File: src/hw/tbl_ind_pkg.sv
// Constants and types shared by the table-indirect and bank-select block
package tbl_ind_pkg;
    // ------------------------------------------------------------
    // Register offsets (byte addresses on APB)
    // ------------------------------------------------------------
    localparam logic [7:0] OFF_CTRL   = 8'h00;
    localparam logic [7:0] OFF_CMD    = 8'h04;
    localparam logic [7:0] OFF_STATUS = 8'h08;
    localparam logic [7:0] OFF_PC     = 8'h0C;
    localparam logic [7:0] OFF_SP     = 8'h10;
    localparam logic [7:0] OFF_BANK   = 8'h14;
    localparam logic [7:0] OFF_EXEC   = 8'h18;
    // ------------------------------------------------------------
    // Field positions
    // ------------------------------------------------------------
    localparam int CTRL_EXT_BIT  = 2;
    localparam int CMD_OP_LSB    = 8;
    localparam int BANK_MBS_LSB  = 4;
    localparam int BANK_MBE_BIT  = 8;
    localparam int BANK_RBE_BIT  = 9;
    // ------------------------------------------------------------
    // Reset values
    // ------------------------------------------------------------
    localparam logic [1:0]  RST_PCW  = 2'h0;
    localparam logic [13:0] RST_PC   = 14'h0000;
    localparam logic [7:0]  RST_SP   = 8'h00;
    localparam logic [3:0]  RST_MBS  = 4'h0;
    localparam logic [1:0]  RST_RBS  = 2'h0;
    // ------------------------------------------------------------
    // Timing counts in machine cycles, clocks per machine cycle
    // ------------------------------------------------------------
    localparam int MC_DIV       = 4;
    localparam int MC_SEL       = 2;
    localparam int MC_TBL       = 3;
    localparam int MC_CALL_EXT  = 4;
    localparam logic [3:0] MBS_IO = 4'hF;
    // ------------------------------------------------------------
    // Types
    // ------------------------------------------------------------
    typedef enum logic [1:0] {OP_SEL_RB, OP_SEL_MB, OP_TBL, OP_NONE} cmd_op_t;
    typedef enum logic [1:0] {RES_NONE, RES_BRANCH, RES_CALL, RES_EXEC} result_t;
    typedef struct packed {
        logic       we;
        logic [7:0] addr;
        logic [3:0] wdata;
    } stk_t;
    typedef struct packed {
        logic        req;
        logic [13:0] addr;
    } mem_t;
endpackage

File: src/hw/tbl_ind_core.sv
// Table-indirect instruction and bank-select execution block with APB registers
//
// Operation
// - Bank select takes two machine cycles; loads register bank 0-3 or memory bank 0,1,15.
// - Branch entry loads PC from second byte plus 4/5/6 low first-byte bits; 3 cycles.
// - Legacy call pushes PC in three nibbles plus flags nibble; pointer drops by 4.
// - Extended call takes 4 cycles, writes five-nibble frame; pointer drops by 6.
// - Other entries execute the stored two-byte instruction in 3 cycles; its own skip.
// - Stack mode selects four-nibble or five-nibble call frame.
// - Instruction is one byte; entry contents are interpreted at execution.
`timescale 1ns/10ps
module tbl_ind_core
    import tbl_ind_pkg::*;
#(
    parameter int MC_CLKS = MC_DIV
) (
    // Clock and reset
    input  wire logic        pclk,
    input  wire logic        presetn,
    // APB slave
    input  wire logic        psel,
    input  wire logic        penable,
    input  wire logic        pwrite,
    input  wire logic [7:0]  paddr,
    input  wire logic [31:0] pwdata,
    output logic [31:0]      prdata,
    output logic             pready,
    output logic             pslverr,
    // Program memory holding the table
    output mem_t             mem,
    input  wire logic [7:0]  mem_rdata,
    input  wire logic        mem_ack,
    // Stack write port
    output stk_t             stk,
    // Referenced instruction hand-off
    output logic             exec_go,
    output logic [15:0]      exec_ins,
    // Status
    output logic             busy,
    output logic             io_ok
);
    typedef enum logic [2:0] {ST_IDLE, ST_FETCH_LO, ST_FETCH_HI, ST_PUSH, ST_WAIT} state_t;

    // ------------------------------------------------------------
    // Helpers
    // ------------------------------------------------------------
    function automatic logic [5:0] hi_mask(input logic [1:0] pcw);
        case (pcw)
            2'd0:    hi_mask = 6'h0F;
            2'd1:    hi_mask = 6'h1F;
            default: hi_mask = 6'h3F;
        endcase
    endfunction

    // Offset below SP and nibble for push step idx
    function automatic logic [11:0] frame_nib(input logic ext, input logic [2:0] idx,
                                              input logic [13:0] ret, input logic mbe_v,
                                              input logic rbe_v, input logic [1:0] pcw);
        logic hi13;
        logic hi12;
        hi13 = ret[13] & (pcw >= 2'd2);
        hi12 = ret[12] & (pcw >= 2'd1);
        frame_nib = 12'h000;
        if (ext) begin
            case (idx)
                3'd0:    frame_nib = {8'h06, ret[11:8]};
                3'd1:    frame_nib = {8'h03, ret[7:4]};
                3'd2:    frame_nib = {8'h04, ret[3:0]};
                3'd3:    frame_nib = {8'h05, 2'b00, hi13, hi12};
                default: frame_nib = {8'h02, 2'b00, mbe_v, rbe_v};
            endcase
        end else begin
            case (idx)
                3'd0:    frame_nib = {8'h04, ret[11:8]};
                3'd1:    frame_nib = {8'h01, ret[7:4]};
                3'd2:    frame_nib = {8'h02, ret[3:0]};
                default: frame_nib = {8'h03, mbe_v, rbe_v, hi13, hi12};
            endcase
        end
    endfunction

    // ------------------------------------------------------------
    // State
    // ------------------------------------------------------------
    state_t      st_q, st_d;
    logic [1:0]  pcw_q, pcw_d;
    logic        ext_q, ext_d;
    logic [13:0] pc_q, pc_d;
    logic [7:0]  sp_q, sp_d;
    logic [1:0]  rbs_q, rbs_d;
    logic [3:0]  mbs_q, mbs_d;
    logic        mbe_q, mbe_d;
    logic        rbe_q, rbe_d;
    cmd_op_t     op_q, op_d;
    logic [7:0]  arg_q, arg_d;
    logic [7:0]  b1_q, b1_d;
    logic [7:0]  b2_q, b2_d;
    result_t     res_q, res_d;
    logic [2:0]  idx_q, idx_d;
    logic [2:0]  mc_q, mc_d;
    logic [7:0]  div_q, div_d;
    logic        err_q, err_d;
    logic [31:0] prdata_q, prdata_d;
    logic        pready_q, pready_d;
    logic        pslverr_q, pslverr_d;
    mem_t        mem_q, mem_d;
    stk_t        stk_q, stk_d;
    logic        go_q, go_d;
    logic [15:0] ins_q, ins_d;
    logic        busy_q, busy_d;
    logic        iook_q, iook_d;

    logic        acc;
    logic        wr;
    logic        mc_tick;
    logic [2:0]  mc_need;
    logic        work_done;
    logic [11:0] nib;
    logic [13:0] ret_pc;
    logic [13:0] target;

    assign acc     = psel & penable & ~pready_q;
    assign wr      = acc & pwrite;
    assign mc_tick = (div_q == 8'(MC_CLKS - 1));
    assign ret_pc  = pc_q + 14'h0001;
    assign target  = {6'(b1_q[5:0] & hi_mask(pcw_q)), b2_q};
    assign nib     = frame_nib(ext_q, idx_q, ret_pc, mbe_q, rbe_q, pcw_q);

    always_comb begin
        mc_need = 3'(MC_TBL);
        if (op_q == OP_SEL_RB || op_q == OP_SEL_MB)
            mc_need = 3'(MC_SEL);
        else if (res_q == RES_CALL && ext_q)
            mc_need = 3'(MC_CALL_EXT);
    end
    assign work_done = (st_q == ST_WAIT) && (mc_q >= mc_need);

    // ------------------------------------------------------------
    // Next-state logic
    // ------------------------------------------------------------
    always_comb begin
        st_d      = st_q;
        pcw_d     = pcw_q;
        ext_d     = ext_q;
        pc_d      = pc_q;
        sp_d      = sp_q;
        rbs_d     = rbs_q;
        mbs_d     = mbs_q;
        mbe_d     = mbe_q;
        rbe_d     = rbe_q;
        op_d      = op_q;
        arg_d     = arg_q;
        b1_d      = b1_q;
        b2_d      = b2_q;
        res_d     = res_q;
        idx_d     = idx_q;
        mc_d      = mc_q;
        div_d     = mc_tick ? 8'h00 : div_q + 8'h01;
        err_d     = err_q;
        prdata_d  = prdata_q;
        pready_d  = acc;
        pslverr_d = 1'b0;
        mem_d     = mem_q;
        stk_d     = '0;
        go_d      = 1'b0;
        ins_d     = ins_q;
        busy_d    = (st_q != ST_IDLE);
        iook_d    = ~mbe_q | (mbs_q == MBS_IO);

        if (st_q != ST_IDLE && mc_tick && mc_q != 3'h7)
            mc_d = mc_q + 3'h1;

        case (st_q)
            ST_IDLE: ;
            ST_FETCH_LO: begin
                mem_d.req  = 1'b1;
                mem_d.addr = {6'h00, arg_q};
                if (mem_q.req && mem_ack) begin
                    b1_d       = mem_rdata;
                    mem_d.addr = 14'({6'h00, arg_q} + 14'h0001);
                    st_d       = ST_FETCH_HI;
                end
            end
            ST_FETCH_HI: begin
                if (mem_ack) begin
                    b2_d      = mem_rdata;
                    mem_d.req = 1'b0;
                    // Entry kind decided only once both bytes are in hand
                    case (b1_q[7:6])
                        2'b00:   res_d = RES_BRANCH;
                        2'b01:   res_d = RES_CALL;
                        default: res_d = RES_EXEC;
                    endcase
                    idx_d = 3'h0;
                    st_d  = (b1_q[7:6] == 2'b01) ? ST_PUSH : ST_WAIT;
                end
            end
            ST_PUSH: begin
                stk_d.we    = 1'b1;
                stk_d.addr  = sp_q - nib[11:4];
                stk_d.wdata = nib[3:0];
                idx_d       = idx_q + 3'h1;
                if (idx_q == (ext_q ? 3'd4 : 3'd3))
                    st_d = ST_WAIT;
            end
            ST_WAIT: begin
                if (work_done) begin
                    st_d = ST_IDLE;
                    case (op_q)
                        OP_SEL_RB: begin
                            rbs_d = arg_q[1:0];
                            pc_d  = pc_q + 14'h0002;
                        end
                        OP_SEL_MB: begin
                            mbs_d = arg_q[3:0];
                            pc_d  = pc_q + 14'h0002;
                        end
                        default: begin
                            case (res_q)
                                RES_BRANCH: pc_d = target;
                                RES_CALL: begin
                                    pc_d = target;
                                    sp_d = sp_q - (ext_q ? 8'h06 : 8'h04);
                                end
                                default: begin
                                    // Core runs the stored instruction; its skip is its own
                                    go_d  = 1'b1;
                                    ins_d = {b1_q, b2_q};
                                    pc_d  = ret_pc;
                                end
                            endcase
                        end
                    endcase
                end
            end
            default: st_d = ST_IDLE;
        endcase

        if (acc && !pwrite) begin
            case (paddr)
                OFF_CTRL:   prdata_d = {29'h0, ext_q, pcw_q};
                OFF_CMD:    prdata_d = {22'h0, op_q, arg_q};
                OFF_STATUS: prdata_d = {26'h0, err_q, iook_q, res_q, 1'b0, busy_q};
                OFF_PC:     prdata_d = {18'h0, pc_q};
                OFF_SP:     prdata_d = {24'h0, sp_q};
                OFF_BANK:   prdata_d = {22'h0, rbe_q, mbe_q, mbs_q, 2'b00, rbs_q};
                OFF_EXEC:   prdata_d = {16'h0, ins_q};
                default: begin
                    prdata_d  = 32'h0000_0000;
                    pslverr_d = 1'b1;
                end
            endcase
        end

        // Engine registers CMD, PC, SP and BANK are frozen against writes while busy; CTRL is written at any time
        if (wr) begin
            prdata_d = 32'h0000_0000;
            case (paddr)
                OFF_CTRL: begin
                    pcw_d = pwdata[1:0];
                    ext_d = pwdata[CTRL_EXT_BIT];
                end
                OFF_CMD: begin
                    if (st_q != ST_IDLE) begin
                        pslverr_d = 1'b1;
                    end else begin
                        op_d  = cmd_op_t'(pwdata[CMD_OP_LSB +: 2]);
                        arg_d = pwdata[7:0];
                        res_d = RES_NONE;
                        mc_d  = 3'h0;
                        err_d = 1'b0;
                        case (cmd_op_t'(pwdata[CMD_OP_LSB +: 2]))
                            OP_SEL_RB: st_d = ST_WAIT;
                            OP_SEL_MB: begin
                                // Only banks 0, 1 and 15 are selectable
                                if (pwdata[3:0] == 4'h0 || pwdata[3:0] == 4'h1 || pwdata[3:0] == MBS_IO)
                                    st_d = ST_WAIT;
                                else begin
                                    err_d     = 1'b1;
                                    pslverr_d = 1'b1;
                                end
                            end
                            OP_TBL: st_d = ST_FETCH_LO;
                            default: begin
                                err_d     = 1'b1;
                                pslverr_d = 1'b1;
                            end
                        endcase
                    end
                end
                OFF_PC: if (st_q == ST_IDLE) pc_d = pwdata[13:0];
                OFF_SP: if (st_q == ST_IDLE) sp_d = pwdata[7:0];
                OFF_BANK: if (st_q == ST_IDLE) begin
                    rbs_d = pwdata[1:0];
                    mbs_d = pwdata[BANK_MBS_LSB +: 4];
                    mbe_d = pwdata[BANK_MBE_BIT];
                    rbe_d = pwdata[BANK_RBE_BIT];
                end
                OFF_STATUS, OFF_EXEC: ;
                default: pslverr_d = 1'b1;
            endcase
        end
    end

    // ------------------------------------------------------------
    // Registers
    // ------------------------------------------------------------
    always_ff @(posedge pclk or negedge presetn) begin
        if (!presetn) begin
            st_q      <= ST_IDLE;
            pcw_q     <= RST_PCW;
            ext_q     <= 1'b0;
            pc_q      <= RST_PC;
            sp_q      <= RST_SP;
            rbs_q     <= RST_RBS;
            mbs_q     <= RST_MBS;
            mbe_q     <= 1'b0;
            rbe_q     <= 1'b0;
            op_q      <= OP_NONE;
            arg_q     <= 8'h00;
            b1_q      <= 8'h00;
            b2_q      <= 8'h00;
            res_q     <= RES_NONE;
            idx_q     <= 3'h0;
            mc_q      <= 3'h0;
            div_q     <= 8'h00;
            err_q     <= 1'b0;
            prdata_q  <= 32'h0000_0000;
            pready_q  <= 1'b0;
            pslverr_q <= 1'b0;
            mem_q     <= '0;
            stk_q     <= '0;
            go_q      <= 1'b0;
            ins_q     <= 16'h0000;
            busy_q    <= 1'b0;
            iook_q    <= 1'b1;
        end else begin
            st_q      <= st_d;
            pcw_q     <= pcw_d;
            ext_q     <= ext_d;
            pc_q      <= pc_d;
            sp_q      <= sp_d;
            rbs_q     <= rbs_d;
            mbs_q     <= mbs_d;
            mbe_q     <= mbe_d;
            rbe_q     <= rbe_d;
            op_q      <= op_d;
            arg_q     <= arg_d;
            b1_q      <= b1_d;
            b2_q      <= b2_d;
            res_q     <= res_d;
            idx_q     <= idx_d;
            mc_q      <= mc_d;
            div_q     <= div_d;
            err_q     <= err_d;
            prdata_q  <= prdata_d;
            pready_q  <= pready_d;
            pslverr_q <= pslverr_d;
            mem_q     <= mem_d;
            stk_q     <= stk_d;
            go_q      <= go_d;
            ins_q     <= ins_d;
            busy_q    <= busy_d;
            iook_q    <= iook_d;
        end
    end

    assign prdata   = prdata_q;
    assign pready   = pready_q;
    assign pslverr  = pslverr_q;
    assign mem      = mem_q;
    assign stk      = stk_q;
    assign exec_go  = go_q;
    assign exec_ins = ins_q;
    assign busy     = busy_q;
    assign io_ok    = iook_q;
endmodule

File: config.mk
export PLATFORM = sky130hd
export DESIGN_NAME = tbl_ind_core
export DESIGN_NICKNAME = d
export VERILOG_FILES = /design/src/hw/tbl_ind_pkg.sv /design/src/hw/tbl_ind_core.sv
export SDC_FILE = /design/constraint.sdc
export NUM_CORES = 1
export LEC_CHECK = 0
export BUFFER_PORTS_ARGS = -buffer_cell sky130_fd_sc_hd__buf_2
export CAP_MARGIN = 25
export CORE_MARGIN = 1.5
export CORE_UTILIZATION = 45
export DETAILED_ROUTE_END_ITERATION = 10
export PLACE_DENSITY = 0.75
export REMOVE_ABC_BUFFERS = 1
export SLEW_MARGIN = 0
export SYNTH_ARGS = -nofsm -noshare
export SYNTH_HDL_FRONTEND = slang
export SYNTH_SLANG_ARGS = --single-unit
export TNS_END_PERCENT = 50
File: constraint.sdc
create_clock -name pclk -period 3.8 [get_ports pclk]
set_clock_uncertainty 0.2 [all_clocks]
set_input_delay 0.19 -clock pclk [delete_from_list [all_inputs] [get_ports pclk]]
set_output_delay 0.19 -clock pclk [all_outputs]
set_load 0.05 [all_outputs]
; ---- Word-level counts from Yosys, hierarchy flattened
; Index checks and enable logic that the tools add are counted.
; W data, S select, Z words.
[word_totals]
regBits = 160
in_bits = 54
output_inout_bits = 81
wordCells = 193
[classes]
add_sub_neg = 8
order_cmp = 3
n_eq_ne = 27
n_mux = 78
bitwise = 12
reduce_logical = 35
[ops]
columns = op, count
row1 = $pmux W16 S7, 1
row2 = $mux W14, 7
row3 = $mux W32, 2
row4 = $mux W8, 8
row5 = $mux W3, 17
row6 = $pmux W7 S4, 1
row7 = $eq A8 B5 Y1 const B, 3
row8 = $mux W2, 12
row9 = $mux W4, 6
row10 = $pmux W7 S3, 1
row11 = $eq A8 B4 Y1 const B, 2
row12 = $pmux W3 S5, 1
row13 = $add A14 B1 Y14 const B, 1
row14 = $add A14 B2 Y14 const B, 1
row15 = $mux W13, 1
row16 = $eq A3 B2 Y1 const B, 4
row17 = $mux W12, 1
row18 = $pmux W6 S2, 1
row19 = $mux W1, 11
row20 = $eq A2 B1 Y1 const B, 5
row21 = $reduce_and A2 Y1, 5
row22 = $add A8 B1 Y9 const B, 1
row23 = $mux W9, 1
row24 = $pmux W3 S3, 1
row25 = 38 further kinds, 69

; ---- Longest topological paths before layout
[depth]
depth_word = 13
depth_mapped = 12

; ---- Worst setup path after synthesis
; OpenSTA, ideal clock, no wires.
[synth_timing]
path_kind = register to register
start = reg op_q[1]
end = reg ins_q[10], in the netlist exec_ins[10]
setup_ns = 0.125
arrival_time_ns = 2.864
required_time_ns = 3.475
slack_ns = 0.611
stages_incl_launch_ff = 11
path_buffers = 3
path_cell_list = dfstp_2 > clkbuf_1 > clkbuf_1 > nand3_1 > ha_1 > nand2_1 > o21a_1 > nor2_2 > nand3_1 > buf_2 > mux2_2
[synth_via]
elab_chain_len = 6
word_cells_on_any_way = 9
cone_classes = 1 x order compare / 1 x eq/ne / 1 x mux / 1 x bitwise / 5 x reduce/logical
[synth_rtl]
columns = item, line
row1 = from (decl), tbl_ind_core.sv:94  ; cmd_op_t op_q, op_d;
row2 = from (signal assigned), tbl_ind_core.sv:347  ; op_q <= op_d;
row3 = $eq A2 B1 Y1 / $logic_not A2 Y1 (equally long branches), "tbl_ind_core.sv:131, tbl_ind_core.sv:209"
row4 = $logic_or A1 B1 Y1, tbl_ind_core.sv:131  ; if (op_q == OP_SEL_RB || op_q == OP_SEL_MB)
row5 = $mux W3, tbl_ind_core.sv:131
row6 = $ge A3 B3 Y1, tbl_ind_core.sv:136  ; assign work_done = (st_q == ST_WAIT) && (mc_q >= mc_need);
row7 = $logic_and A1 B1 Y1, tbl_ind_core.sv:136
row8 = $reduce_and A4 Y1 (no source line) (*), n/a
row9 = to (signal assigned), tbl_ind_core.sv:362  ; ins_q <= ins_d;
row10 = to (decl), tbl_ind_core.sv:109  ; logic [15:0] ins_q, ins_d;
; Every way passes the cells marked *; elsewhere a longest branch is shown, timed or not.
; A chain may end at the register's enable or synchronous reset.

; ---- Worst setup path in the final report
[layout_timing]
start = reg res_q[0]
end = reg pc_q[5]
[layout_via]
elab_chain_len = 11
word_cells_on_any_way = 15
cone_classes = 1 x order compare / 2 x eq/ne / 9 x mux / 3 x reduce/logical
[layout_rtl]
columns = item, line
row1 = from (decl), tbl_ind_core.sv:98  ; result_t res_q, res_d;
row2 = from (signal assigned), tbl_ind_core.sv:351  ; res_q <= res_d;
row3 = $eq A2 B2 Y1, "tbl_ind_core.sv:133, tbl_ind_core.sv:219"
row4 = $logic_and A1 B1 Y1, tbl_ind_core.sv:133  ; else if (res_q == RES_CALL && ext_q)
row5 = $mux W3, tbl_ind_core.sv:133
row6 = $mux W3, tbl_ind_core.sv:131
row7 = $ge A3 B3 Y1, tbl_ind_core.sv:136
row8 = $logic_and A1 B1 Y1, tbl_ind_core.sv:136
row9 = $mux W14 (*), tbl_ind_core.sv:207  ; if (work_done) begin
row10 = $mux W14 (*), tbl_ind_core.sv:173  ; case (st_q)
row11 = $mux W14, tbl_ind_core.sv:291  ; OFF_PC: if (st_q == ST_IDLE) pc_d = pwdata[13:0];
row12 = $mux W14, tbl_ind_core.sv:258  ; case (paddr)
row13 = $mux W14 (*), tbl_ind_core.sv:256  ; if (wr) begin
row14 = net pc_d[5], tbl_ind_core.sv:88  ; logic [13:0] pc_q, pc_d;
row15 = to (signal assigned), tbl_ind_core.sv:341  ; pc_q <= pc_d;
row16 = to (decl), tbl_ind_core.sv:88
; The timed path passes the listed nets; every way through them passes the cells marked *.

==> impl_metrics.toml <==
[status]
status = "complete, no violations"

[layout]
register_area_um2 = 3480
multi_input_area_um2 = 4060
fill_cells = 1497
diodes = 0
final_nets = 984
final_core_util_pct = 54.4
fin_area_um2 = 9380
layout-drive-gt1-share_pct = 22.7
synthToLayoutAreaGrowth_pct = 18.7

[global_route]
grt_usage_pct = 26.1
grt_max_degree = 100
grt-ovfl-total = 0
grt_pass1_vias = 6553
grt_pass1_wl_um = 36000
grt_antenna_before_repair = 0

[power]
p_int_mw = 3.05
power.switching_mw = 1.60
swShare_pct = 34.5
pwr-share-comb_pct = 22.9
power_leakage_nw = 4.29
seqPwrFrac_pct = 40.5
cellPowerDensity_nw_per_um2 = 496
ir_drop_uv = 399
clockPowerShare_pct = 36.6

[setup_path]
r2r_start = "res_q[0]"
cp.arrival_ns = 3.05
cp-startpoint = "res_q[0]"
worstPathMaxFanout = 7
cp.required_ns = 3.95
critPathLaunchType = "register"
path_class = "register to register"
end_kind = "register"

[detailed_routing]
wl_per_cell_um = 20.1
vias = 6798
drc_errors = 0
detailedRoute.firstPassIterationCount = 6
drt_iter0_markers = 630
finalWirelength_um = 23100
viasPerCell = 5.93
postRouteAntennaNets = 0

[floorplanning]
core_um2 = 17200
chipHeight_um = 136
die-area_um2 = 18400
initial_core_util_pct = 45.8
die_w_um = 136
ios = 135
core.rowCount = 48

[placed_design]
place_congestion = 0.961
dp_hpwl_um = 16400
port_buffers = 95
dpl-instance-area_um2 = 8530

[yosys]
synth-seq-cells = 139
ys_types = 78
seq_area_frac_synth_pct = 44.1
synth_area_leaders = "dfrtp_1 43%, mux2_2 7.0%, mux2i_1 3.9%"
yosys.area.top_type = "dfrtp_1"
yosysTopAreaCellShare_pct = 43.1
synth_flop_cell = "dfrtp_1"
synth.avg_cell_area_um2 = 9.83
synth_warnings = 0
synth_edf_count = 0
netlist_instances = 804
synth_most_common_cell = "dfrtp_1"
async_flop_share_pct = 100
syn_area_um2 = 7900
synthTopCellsByCount = "136 x dfrtp_1, 70 x nor2_1, 59 x nand2_1"

[timing]
fin_crit_ns = 2.91
timing.fmax_mhz = 344
worstMarginPinSlew_ns = 0.944
rsz0062_at_grt = "no"
finalCritPeriodShare_pct = 76.6
relSlewSlack_pct = 37.0
setup_viol = 0
maxSlewViolCount = 0
final_hold_viol_count = 0
fin_tns_setup_ns = 0

[clocking]
clock_sinks = 139
clockRootBuffer = "clkbuf_16"
cts_buffers = 17
cts_tree = "done"
cts-htree-levels = 4
cts-resized-gates = 0
path_clk_slew_ns = 0.06
cts_max_path_buffers = 2
worstSkewPairLatency_ns = 0.43

[hold_path]
hp-class = "primary input to register"
worstHoldStart = "psel"

[flow_run]
maxCapViolations = 0
## worst max-delay path, cell delays in order (launching register included)
cell	delay (ns)
dfrtp_1	0.39
inv_1	0.06
ha_1	0.18
nand3_1	0.12
ha_1	0.32
nand2_1	0.07
o21a_1	0.22
buf_4	0.19
or4b_2	0.70
o22a_1	0.23
a31oi_1	0.15
## flip-flops by register name, summed over array words and instances (netlist names), 2 cells and up
name and count:
arg_q 8, b1_q 8, b2_q 8, div_q 8, exec_ins 16, idx_q 3, mbs_q 4, mc_q 3
mem 10, op_q 2, pc_q 14, pcw_q 2, prdata 16, rbs_q 2, res_q 2, sp_q 8
st_q 3, stk 13
## cells by family (layout without fill, tap and decap cells)
kind of cell	count (synthesis)	count (layout)	share of synthesized area, %
simple gates	257	257	17.1
other cells	1	21	0.0475
fa+ha+maj	21	21	3.42
mux	82	82	11.5
buf+inv	95	193	5.61
xor+xnor	34	34	3.77
compound gates	175	175	14.5
flops	139	139	44.1
## per-layer routing
metal	vias up	global-route usage, %	wire length (um)
met3	49	6.14	1760
met1	3364	33.9	9620
met2	298	42.6	11100
met4	0	9.74	622
met5	-	0	0
li1	3087	-	-
## path summary, 6_finish.rpt
path	to	slack (ns)	cells past startpoint
setup / recovery	pc_q[5]	0.89	10
hold / removal	pready	0.05	4
setup reg to reg	pc_q[5]	0.89	10
hold reg to reg	div_q[0]	0.28	1
max in group asynchronous	pc_q[11]	2.46	3
min in group asynchronous	b2_q[5]	0.23	2
## per-stage QoR
stage | worst slack, ns | instances | total power [mW] | hold WS [ns]
floorplan | 0.528 | 753 | 2.55 | -0.306
global placement | 0.953 | 1090 | 2.91 | 0.145
detailed placement | 0.928 | 1090 | 2.93 | 0.147
CTS | 0.911 | 1147 | 4.64 | 0.0434
global route | 0.711 | 1147 | 4.85 | 0.0753
finish | 0.890 | 1147 | 4.65 | 0.0511
## cell usage in the layout, fill, tap and decap left out, types with 4 or more instances in the layout
master and count:
a211oi_1 6, a21oi_1 36, a22o_1 7, a22oi_1 10, a31oi_1 12, and2_1 4
and3_1 8, buf_2 94, buf_4 16, clkbuf_16 17, conb_1 21, dfrtp_1 136
dlygate4sd3_1 25, ha_1 20, inv_1 23, mux2_2 49, mux2i_1 31, nand2_1 59
nand3_1 18, nand3b_1 7, nand4_1 15, nor2_1 70, nor2b_1 21, nor3_1 14
nor4_1 8, o211ai_1 6, o21ai_0 40, o21ai_1 5, o22ai_1 11, o31ai_1 4
or3_1 5, xnor2_1 22, xor2_1 12
## area by class of cell
cell class,count,area share (%)
multi-input cells,590,43.2
inverters,24,0.961
repair buffers,137,9.30
clock inverters,11,1.55
flip-flops and latches,139,37.1
clock buffers,21,4.80
well taps,225,3.00
## power by group through the flow
stage / clock network, mW / logic, mW / registers, mW
detailed placement: 0 / 1.03 / 1.90
global placement: 0 / 1.02 / 1.89
CTS: 1.71 / 1.06 / 1.87
global route: 1.78 / 1.16 / 1.91
floorplan: 0 / 0.585 / 1.97
finish: 1.70 / 1.07 / 1.88
## timing repair
action | CTS | global route
hold endpoints to repair | 160 | 0
setup buffers | 0 | 0
setup endpoints to repair | 0 | 0
hold buffers | 25 | 0
Note: power is estimated with default switching activity, not from simulation.
